==> src/include/eec_defines.vh <==
// register map and field layout of the edge event counter
// included by the counter design; definitions only
`ifndef EEC_DEFINES_VH
`define EEC_DEFINES_VH

// register byte offsets
`define EEC_OFF_CTRL 8'h00
`define EEC_OFF_TARGET 8'h04
`define EEC_OFF_LOAD 8'h08
`define EEC_OFF_COUNT 8'h0c
`define EEC_OFF_STATUS 8'h10

// count range
`define EEC_CNT_W 14
`define EEC_CNT_MAX 14'h270f

// control fields
`define EEC_CTRL_DIR 0
`define EEC_CTRL_EDGE_LO 1
`define EEC_CTRL_EDGE_HI 2
`define EEC_CTRL_RLD_EDGE 3
`define EEC_CTRL_LATCH 4

// count edge encodings
`define EEC_EDGE_BOTH 2'h0
`define EEC_EDGE_RISE 2'h1
`define EEC_EDGE_FALL 2'h2

// status fields
`define EEC_STAT_MATCH 0
`define EEC_STAT_CNT_ERR 1
`define EEC_STAT_RLD_ERR 2

// reset values
`define EEC_CTRL_RST 5'h00
`define EEC_TARGET_RST 14'h0000
`define EEC_LOAD_RST 14'h0000

`endif

==> src/hdl/eec_counter.v <==
// edge event counter with load value, target match and wishbone registers
// assumes a classic wishbone master on clk_i and upstream logic on clk_i
// count and reload levels arrive already on clk_i, so no synchroniser
// ce_i low holds every flop, bus answer included
//
// The register addresses and the Wishbone register port were left to the implementer.
`timescale 1ns/1ps
`include "eec_defines.vh"

module eec_counter #(
   parameter [13:0] LOAD_INIT = `EEC_LOAD_RST, // load value after reset
   parameter [13:0] TARGET_INIT = `EEC_TARGET_RST // target after reset
) (
   input wire clk_i, // system clock
   input wire rst_i, // synchronous reset, high
   input wire ce_i, // clock enable, low freezes all state
   input wire wb_cyc_i, // bus cycle
   input wire wb_stb_i, // bus strobe
   input wire wb_we_i, // write enable
   input wire [7:0] wb_adr_i, // byte address
   input wire [3:0] wb_sel_i, // byte lanes
   input wire [31:0] wb_dat_i, // write data
   output reg [31:0] wb_dat_o, // read data
   output reg wb_ack_o, // acknowledge
   input wire count_pulse_in_i, // count input level
   input wire count_err_i, // count input carries error
   input wire reload_i, // reload input level
   input wire reload_err_i, // reload input carries error
   output reg match_o, // count matched target
   output reg [13:0] count_o // current count
);

   // merge write lanes into a 14 bit field and clamp to range
   function [13:0] wr_val;
      input [13:0] old;
      input [31:0] dat;
      input [3:0] sel;
      reg [13:0] v;
      begin
         v = old;
         if (sel[0]) begin
            v[7:0] = dat[7:0];
         end
         if (sel[1]) begin
            v[13:8] = dat[13:8];
         end
         if (v > `EEC_CNT_MAX) begin
            v = `EEC_CNT_MAX;
         end
         wr_val = v;
      end
   endfunction

   // true when an input moved in the selected way
   function edge_hit;
      input cur;
      input prev;
      input [1:0] mode;
      begin
         case (mode)
            `EEC_EDGE_BOTH: edge_hit = cur ^ prev;
            `EEC_EDGE_RISE: edge_hit = cur & ~prev;
            `EEC_EDGE_FALL: edge_hit = ~cur & prev;
            default: edge_hit = 1'b0;
         endcase
      end
   endfunction

   // one-hot register select from a byte address, shared by write and read
   function [4:0] reg_hit;
      input [7:0] adr;
      begin
         case (adr)
            `EEC_OFF_CTRL: reg_hit = 5'h01;
            `EEC_OFF_TARGET: reg_hit = 5'h02;
            `EEC_OFF_LOAD: reg_hit = 5'h04;
            `EEC_OFF_COUNT: reg_hit = 5'h08;
            `EEC_OFF_STATUS: reg_hit = 5'h10;
            default: reg_hit = 5'h00;
         endcase
      end
   endfunction

   // one count step with wrap at both ends
   function [13:0] cnt_step;
      input [13:0] cur;
      input down;
      begin
         if (down) begin
            if (cur == 14'h0000) begin
               cnt_step = `EEC_CNT_MAX;
            end else begin
               cnt_step = cur - 14'h0001;
            end
         end else begin
            if (cur >= `EEC_CNT_MAX) begin
               cnt_step = 14'h0000;
            end else begin
               cnt_step = cur + 14'h0001;
            end
         end
      end
   endfunction

   reg [4:0] ctrl_ff;
   reg [13:0] target_ff;
   reg [13:0] load_ff;
   reg [13:0] count_ff;
   reg match_ff;
   reg [1:0] prev_ff;
   reg ack_ff;
   reg [31:0] rdat_ff;

   reg [4:0] nxt_ctrl;
   reg [13:0] nxt_target;
   reg [13:0] nxt_load;
   reg [13:0] nxt_count;
   reg nxt_match;
   reg nxt_ack;
   reg [31:0] nxt_rdat;

   wire bus_req;
   wire bus_wr;
   wire dir_down;
   wire [1:0] cnt_mode;
   wire [1:0] rld_mode;
   wire latch_en;
   wire cnt_event;
   wire rld_event;
   wire [1:0] in_lvl;

   assign bus_req = wb_cyc_i & wb_stb_i;
   assign bus_wr = bus_req & wb_we_i & ack_ff;
   assign dir_down = ctrl_ff[`EEC_CTRL_DIR];
   assign cnt_mode = ctrl_ff[`EEC_CTRL_EDGE_HI:`EEC_CTRL_EDGE_LO];
   assign latch_en = ctrl_ff[`EEC_CTRL_LATCH];
   // reload edge: 0 rising, 1 falling
   assign rld_mode = ctrl_ff[`EEC_CTRL_RLD_EDGE] ? `EEC_EDGE_FALL
                                                 : `EEC_EDGE_RISE;

   // qualified events, each masked only by its own error
   assign cnt_event = edge_hit(count_pulse_in_i, prev_ff[0], cnt_mode)
                      & ~count_err_i;
   assign rld_event = edge_hit(reload_i, prev_ff[1], rld_mode)
                      & ~reload_err_i;

   // configuration writes
   always @* begin
      nxt_ctrl = ctrl_ff;
      nxt_target = target_ff;
      nxt_load = load_ff;
      if (bus_wr) begin
         case (reg_hit(wb_adr_i))
            5'h01: begin
               if (wb_sel_i[0]) begin
                  nxt_ctrl = wb_dat_i[4:0];
               end
            end
            5'h02: begin
               nxt_target = wr_val(target_ff, wb_dat_i, wb_sel_i);
            end
            5'h04: begin
               nxt_load = wr_val(load_ff, wb_dat_i, wb_sel_i);
            end
            default: begin
               nxt_ctrl = ctrl_ff;
            end
         endcase
      end
   end

   // count update
   always @* begin
      nxt_count = count_ff;
      if (rld_event) begin
         nxt_count = load_ff;
      end else if (cnt_event) begin
         // wrap handled in cnt_step
         nxt_count = cnt_step(count_ff, dir_down);
      end
   end

   // match follows count one cycle later; a reload edge clears it unless reload_err_i masks that edge
   always @* begin
      if (rld_event) begin
         nxt_match = 1'b0;
      end else if (latch_en) begin
         nxt_match = match_ff | (count_ff == target_ff);
      end else begin
         nxt_match = (count_ff == target_ff);
      end
   end

   // bus answer: ack one cycle after request, dropped the next
   always @* begin
      nxt_ack = bus_req & ~ack_ff;
      nxt_rdat = 32'h00000000;
      case (reg_hit(wb_adr_i))
         5'h01: begin
            nxt_rdat[4:0] = ctrl_ff;
         end
         5'h02: begin
            nxt_rdat[13:0] = target_ff;
         end
         5'h04: begin
            nxt_rdat[13:0] = load_ff;
         end
         5'h08: begin
            nxt_rdat[13:0] = count_ff;
         end
         5'h10: begin
            nxt_rdat[`EEC_STAT_MATCH] = match_ff;
            nxt_rdat[`EEC_STAT_CNT_ERR] = count_err_i;
            nxt_rdat[`EEC_STAT_RLD_ERR] = reload_err_i;
         end
         default: begin
            nxt_rdat = 32'h00000000;
         end
      endcase
   end

   // control register
   always @(posedge clk_i) begin
      if (rst_i) begin
         ctrl_ff <= `EEC_CTRL_RST;
      end else if (ce_i) begin
         ctrl_ff <= nxt_ctrl;
      end
   end

   // target register
   always @(posedge clk_i) begin
      if (rst_i) begin
         target_ff <= TARGET_INIT;
      end else if (ce_i) begin
         target_ff <= nxt_target;
      end
   end

   // load register
   always @(posedge clk_i) begin
      if (rst_i) begin
         load_ff <= LOAD_INIT;
      end else if (ce_i) begin
         load_ff <= nxt_load;
      end
   end

   // count, starts from the load value
   always @(posedge clk_i) begin
      if (rst_i) begin
         count_ff <= LOAD_INIT;
      end else if (ce_i) begin
         count_ff <= nxt_count;
      end
   end

   // match flag
   always @(posedge clk_i) begin
      if (rst_i) begin
         match_ff <= 1'b0;
      end else if (ce_i) begin
         match_ff <= nxt_match;
      end
   end

   // level history, one flop per input
   // reset low, so a level held high at release counts as a rise
   assign in_lvl = {reload_i, count_pulse_in_i};
   genvar gi;
   generate
      for (gi = 0; gi < 2; gi = gi + 1) begin : g_hist
         always @(posedge clk_i) begin
            if (rst_i) begin
               prev_ff[gi] <= 1'b0;
            end else if (ce_i) begin
               prev_ff[gi] <= in_lvl[gi];
            end
         end
      end
   endgenerate

   // bus acknowledge
   always @(posedge clk_i) begin
      if (rst_i) begin
         ack_ff <= 1'b0;
      end else if (ce_i) begin
         ack_ff <= nxt_ack;
      end
   end

   // read data, captured with the acknowledge
   always @(posedge clk_i) begin
      if (rst_i) begin
         rdat_ff <= 32'h00000000;
      end else if (ce_i) begin
         if (nxt_ack) begin
            rdat_ff <= nxt_rdat;
         end
      end
   end

   // outputs straight from flops; no error output exists
   always @* begin
      wb_ack_o = ack_ff;
   end

   always @* begin
      wb_dat_o = rdat_ff;
   end

   always @* begin
      match_o = match_ff;
   end

   always @* begin
      count_o = count_ff;
   end

endmodule // eec_counter

==> config.mk <==
export PLATFORM = sky130hd
export DESIGN_NAME = eec_counter
export DESIGN_NICKNAME = d
export VERILOG_FILES = /design/src/hdl/eec_counter.v
export VERILOG_INCLUDE_DIRS = /design/src /design/src/include
export SDC_FILE = /design/constraint.sdc
export NUM_CORES = 1
export LEC_CHECK = 0
export BUFFER_PORTS_ARGS = -buffer_cell sky130_fd_sc_hd__buf_4
export CAP_MARGIN = 20
export CORE_ASPECT_RATIO = 1.5
export CORE_MARGIN = 1
export CORE_UTILIZATION = 40
export CTS_BUF_LIST = sky130_fd_sc_hd__clkbuf_16
export DETAILED_ROUTE_END_ITERATION = 10
export PLACE_DENSITY = 0.74
export SLEW_MARGIN = 20
export SYNTH_ARGS = -nofsm -noshare
export SYNTH_HDL_FRONTEND = slang
export SYNTH_SLANG_ARGS = --single-unit
==> constraint.sdc <==
create_clock -name clk_i -period 3 [get_ports clk_i]
set_input_delay 0.45 -clock clk_i [delete_from_list [all_inputs] [get_ports clk_i]]
set_output_delay 0.45 -clock clk_i [all_outputs]
set_load 0.02 [all_outputs]
Word level (Yosys, flattened, before mapping)

Index checks and enable logic that the tools add are counted.

Flip-flop bits (word level): 65
Word-level logic and storage cells: 90

Mux-type cells: 29
$lt $le $gt $ge: 3
Equality and inequality tests: 17
Bitwise gates (word level): 20
Add/sub/neg operators: 2
Reductions and logical operators: 10

Operator list:

| kind                                                       | count |
|---|---|
| 2-to-1 mux 14 bit                                          | 7 |
| 2-to-1 mux 8 bit                                           | 6 |
| 2-to-1 mux 6 bit                                           | 6 |
| > comparator 14 bit (second input constant)                | 2 |
| case mux 9 bit (3 select lines)                            | 1 |
| case mux 5 bit (5 select lines)                            | 1 |
| == test 8 x 4 -> 1 bit (second input constant)             | 2 |
| case mux 3 bit (5 select lines)                            | 1 |
| adder 14 x 1 -> 14 bit (second input constant)             | 1 |
| == test 14 bit                                             | 1 |
| greater-or-equal comparator 14 bit (second input constant) | 1 |
| logical NOT 14 bit                                         | 1 |
| subtractor 14 x 1 -> 14 bit (second input constant)        | 1 |
| bitwise AND 1 bit                                          | 10 |
| == test 5 x 1 -> 1 bit (second input constant)             | 2 |
| == test 5 x 2 -> 1 bit (second input constant)             | 2 |
| == test 5 x 3 -> 1 bit (second input constant)             | 2 |
| == test 8 x 3 -> 1 bit (second input constant)             | 1 |
| == test 8 x 5 -> 1 bit (second input constant)             | 1 |
| logical NOT 8 bit                                          | 1 |
| case mux 2 bit (4 select lines)                            | 1 |
| inverter 1 bit                                             | 7 |
| case mux 1 bit (3 select lines)                            | 2 |
| AND reduction 3 bit                                        | 2 |
| 13 further kinds                                           | 19 |

Depth between registers and ports, before layout

Word-level depth: 9
Depth in mapped cells: 8
Depth with buffers taken out: 7

Worst setup path before layout

Ideal clock, no wire load.

Path kind: register to register
Start point: register count_ff[0], in the netlist count_o[0]
End point: register count_ff[12], in the netlist count_o[12]
Data required time: 2.866 ns
Path buffers: 1
Arrival: 2.081 ns
Stages on the path, launching flop included: 9
Setup slack: 0.785 ns
Cells stage by stage: dfxtp_1 buf_6 inv_1 ha_1 or3b_2 nor4_1 mux2_2 a221oi_1 a211oi_1

Word-level cells in the longest chain between the ends: 5
Elaborated cells between the ends (all ways): 9
Classes of those cells: add/sub (2); order compare (1); mux (5); reduce/logical (1)

RTL lines:

| element                                              | RTL line                           | text |
|---|---|---|
| from (decl)                                          | eec_counter.v:108                  | `reg [13:0] count_ff;` |
| from (signal assigned)                               | eec_counter.v:254                  | `count_ff <= nxt_count;` |
| adder 14 x 1 -> 14 bit, or another cell as far along | eec_counter.v:99                   | `cnt_step = cur + 14'h0001;` |
| 2-to-1 mux 14 bit, on equally long branches          | eec_counter.v:96, eec_counter.v:90 |  |
| 2-to-1 mux 14 bit (*)                                | eec_counter.v:89                   | `if (down) begin` |
| 2-to-1 mux 14 bit (*)                                | eec_counter.v:177                  | `end else if (cnt_event) begin` |
| 2-to-1 mux 14 bit (*)                                | eec_counter.v:175                  | `if (rld_event) begin` |

Every way passes the cells marked *; elsewhere a longest branch is shown, timed or not. The select of a mux whose other input is x is not followed.
A chain may end at the register's enable or synchronous reset.

Worst setup path after layout

Start point: register count_ff[5], in the netlist count_o[5]
End point: register count_ff[7], in the netlist count_o[7]

The elaborated chain is that of the path after synthesis.

==> run metrics <==
status completed; Site Rows 45; routed vias 4386; Final Core Density 49.6%; Static Leak 0.00203 uW; vias in the first global route 4165; Yosys cell types 60; maximum fanout along the worst path 15; Rel. slew slack 47.2%; clk buf depth 2; pwr dens 474 mW/mm^2; RSZ-0062 raised after global routing no; # DRC 0; max-cap viol count 0; Synth Flop Type dfxtp_1; top cell type's share of synthesized area 30.4%; initial cell density of the core 41.8%; Avg Inst Size Synth 7.78 um^2; clk_lat worst skew 330 ps; Yosys reg bits 65; number of port buffers 63; setup bufs post-CTS 0; root buffer cell clkbuf_16; Worst-Margin Slew 782 ps; vias per cell 5.95; PostCTS Resize Cnt 0; setup_tns 0 ps; Critical Path Source Type flip-flop; TritonCTS clock tree built; Die ar. 0.0111 mm^2; layout cells sized above 1 18.3%; Layout Skew 6.19 ps; GPL Wtd Cong 0.900; TritonRoute pass-1 iters 5; Num Clock Sinks 65; asr flop ratio synth 0%; total CTS buffers 9; hpwl dp 9.78 mm; Total Power 2410 uW; area growth from synthesis to layout 18.8%; Worst EP required 3190 ps; Reg clk slew, reported paths 50 ps; Global Route Usage Sum 24.2%; final-stage net count 649; CP endpoint kind flip-flop; Final Setup Violations 0; ranking of synthesized cells by area dfxtp_1 (30%), o21ai_0 (5.4%), nand2_1 (3.9%); post-synthesis instance area 0.00428 mm^2; core area 0.0102 mm^2; hold path depth 3; H-tree depth 3; synth warn 0; Synth Instances 550; Die Y 129 um; CP arrival 2740 ps; ANT nets after route 0; Antenna diodes 0; Hold Fails Final Rpt 0; global-route wire length before repair 20.8 mm; initial drt markers 402; number of buffers inserted by hold repair at cts 0; Tcrit/Tclk final 84.9%; final setup margin 452 ps; final WL 13.2 mm; initial antenna violation count 0; pre-CTS WS 411 ps; Final Max Tran Viols 0; largest net degree at the start of global routing 50; Hold Path Class in2reg; R2R depth 5; number of synthesized flops with an enable pin 0; Synth area leader dfxtp_1; I/O Pins 102; Final min period 2550 ps; register area share after synthesis 30.4%; gr ovfl total 0; Die X 86.5 um; f_max 392 MHz; WS Path Type reg2reg; routed length per instance 18.0 um; Max VDD drop 0.331 mV
kinds of logic after synthesis:
kind of cell / Yosys count / synth area share, %
multiplexers: 18 / 4.91
XOR/XNOR: 26 / 5.32
adder cells (fa/ha/maj): 4 / 1.17
AND/OR/NAND/NOR: 176 / 21.6
flip-flops: 65 / 30.4
other: 1 / 0.0876
buffers and inverters: 90 / 9.88
AO/OA/AOI/OAI: 170 / 26.6
sequential cells by signal (all words and copies together), names as in the netlist:
name / cells
count_o: 14
load_ff: 14
wb_dat_o: 14
ctrl_ff: 5
match_o: 1
prev_ff: 2
wb_ack_o: 1
target_ff: 14
critical path: stages, from the launching register on:
cell and delay (ps):
dfxtp_1 470, or4_1 700, o41ai_1 760, a21oi_1 90, o21ai_0 280, a211oi_1 110
power by group:
group | internal, uW | switching, uW
Combinational | 159 | 251
Clock | 719 | 377
Sequential | 880 | 27.1
Total | 1760 | 655
final timing paths:
path	start	endpoint	slack [ps]
hold reg to reg	wb_dat_o[3]	wb_dat_o[3]	470
setup / recovery	count_o[5]	count_o[7]	450
hold / removal	reload_i	prev_ff[1]	370
setup reg to reg	count_o[5]	count_o[7]	450
cell usage in the layout, fill, tap and decap left out, types with 10 or more instances in the layout:
cell,count
a21oi_1,31
dfxtp_1,65
conb_1,18
buf_4,77
nand2_1,44
inv_1,27
a22o_1,10
o21ai_0,46
o31ai_1,16
a221oi_1,14
nor4_1,11
nor2_1,32
a22oi_1,10
nor3_1,13
mux2i_1,12
xor2_1,15
nand3_1,22
xnor2_1,11
routing by layer:
| metal | vias to the layer above | wire length, um | GRT usage, % | share of wire (%) |
|---|---|---|---|---|
| met5 | - | 0 | 0 | 0 |
| met4 | 0 | 468 | 13.1 | 3.5 |
| met3 | 37 | 845 | 3.85 | 6.4 |
| met2 | 216 | 6860 | 43.9 | 52 |
| met1 | 2055 | 5060 | 26.8 | 38 |
| li1 | 2078 | - | - | - |
metrics by stage:
stage	std cells	hold slack [ps]	area [um^2]
finish	737	373	5080
global placement	721	450	4770
global route	737	381	5080
detailed placement	721	462	4770
floorplan	567	436	4340
CTS	737	369	5080
synthesized netlist by cell type (all sizes together) (2+ instances only):
library cell / instances
o22ai: 2
a221oi: 14
a31o: 2
a22oi: 10
buf: 29
mux2: 4
dfxtp: 65
xnor2: 11
mux4: 2
nor3: 13
o31ai: 16
nor4: 12
o32ai: 9
o211ai: 2
mux2i: 12
a31oi: 2
or3: 7
a311oi: 2
nor2: 33
nand2b: 4
nand3b: 5
a21o: 2
xor2: 15
o21a: 2
nand2: 45
a22o: 10
or4: 7
or2: 2
a211oi: 8
nand3: 22
o21ai: 47
ha: 4
o41ai: 6
inv: 26
a21oi: 31
or3b: 2
a41o: 2
clkbuf: 35
nor2b: 7
nor3b: 5
nand4: 7
layout make-up:
cell class              instances  area, um^2
clock buffers                   9         225
clock inverters                 7        86.3
fillers                      1024        5160
inverters                      26        97.6
multi-input cells             412        2620
flip-flops and latches         65        1300
well taps                     141         176
repair buffers                 77         578
Power figures use the tool's default switching activity.
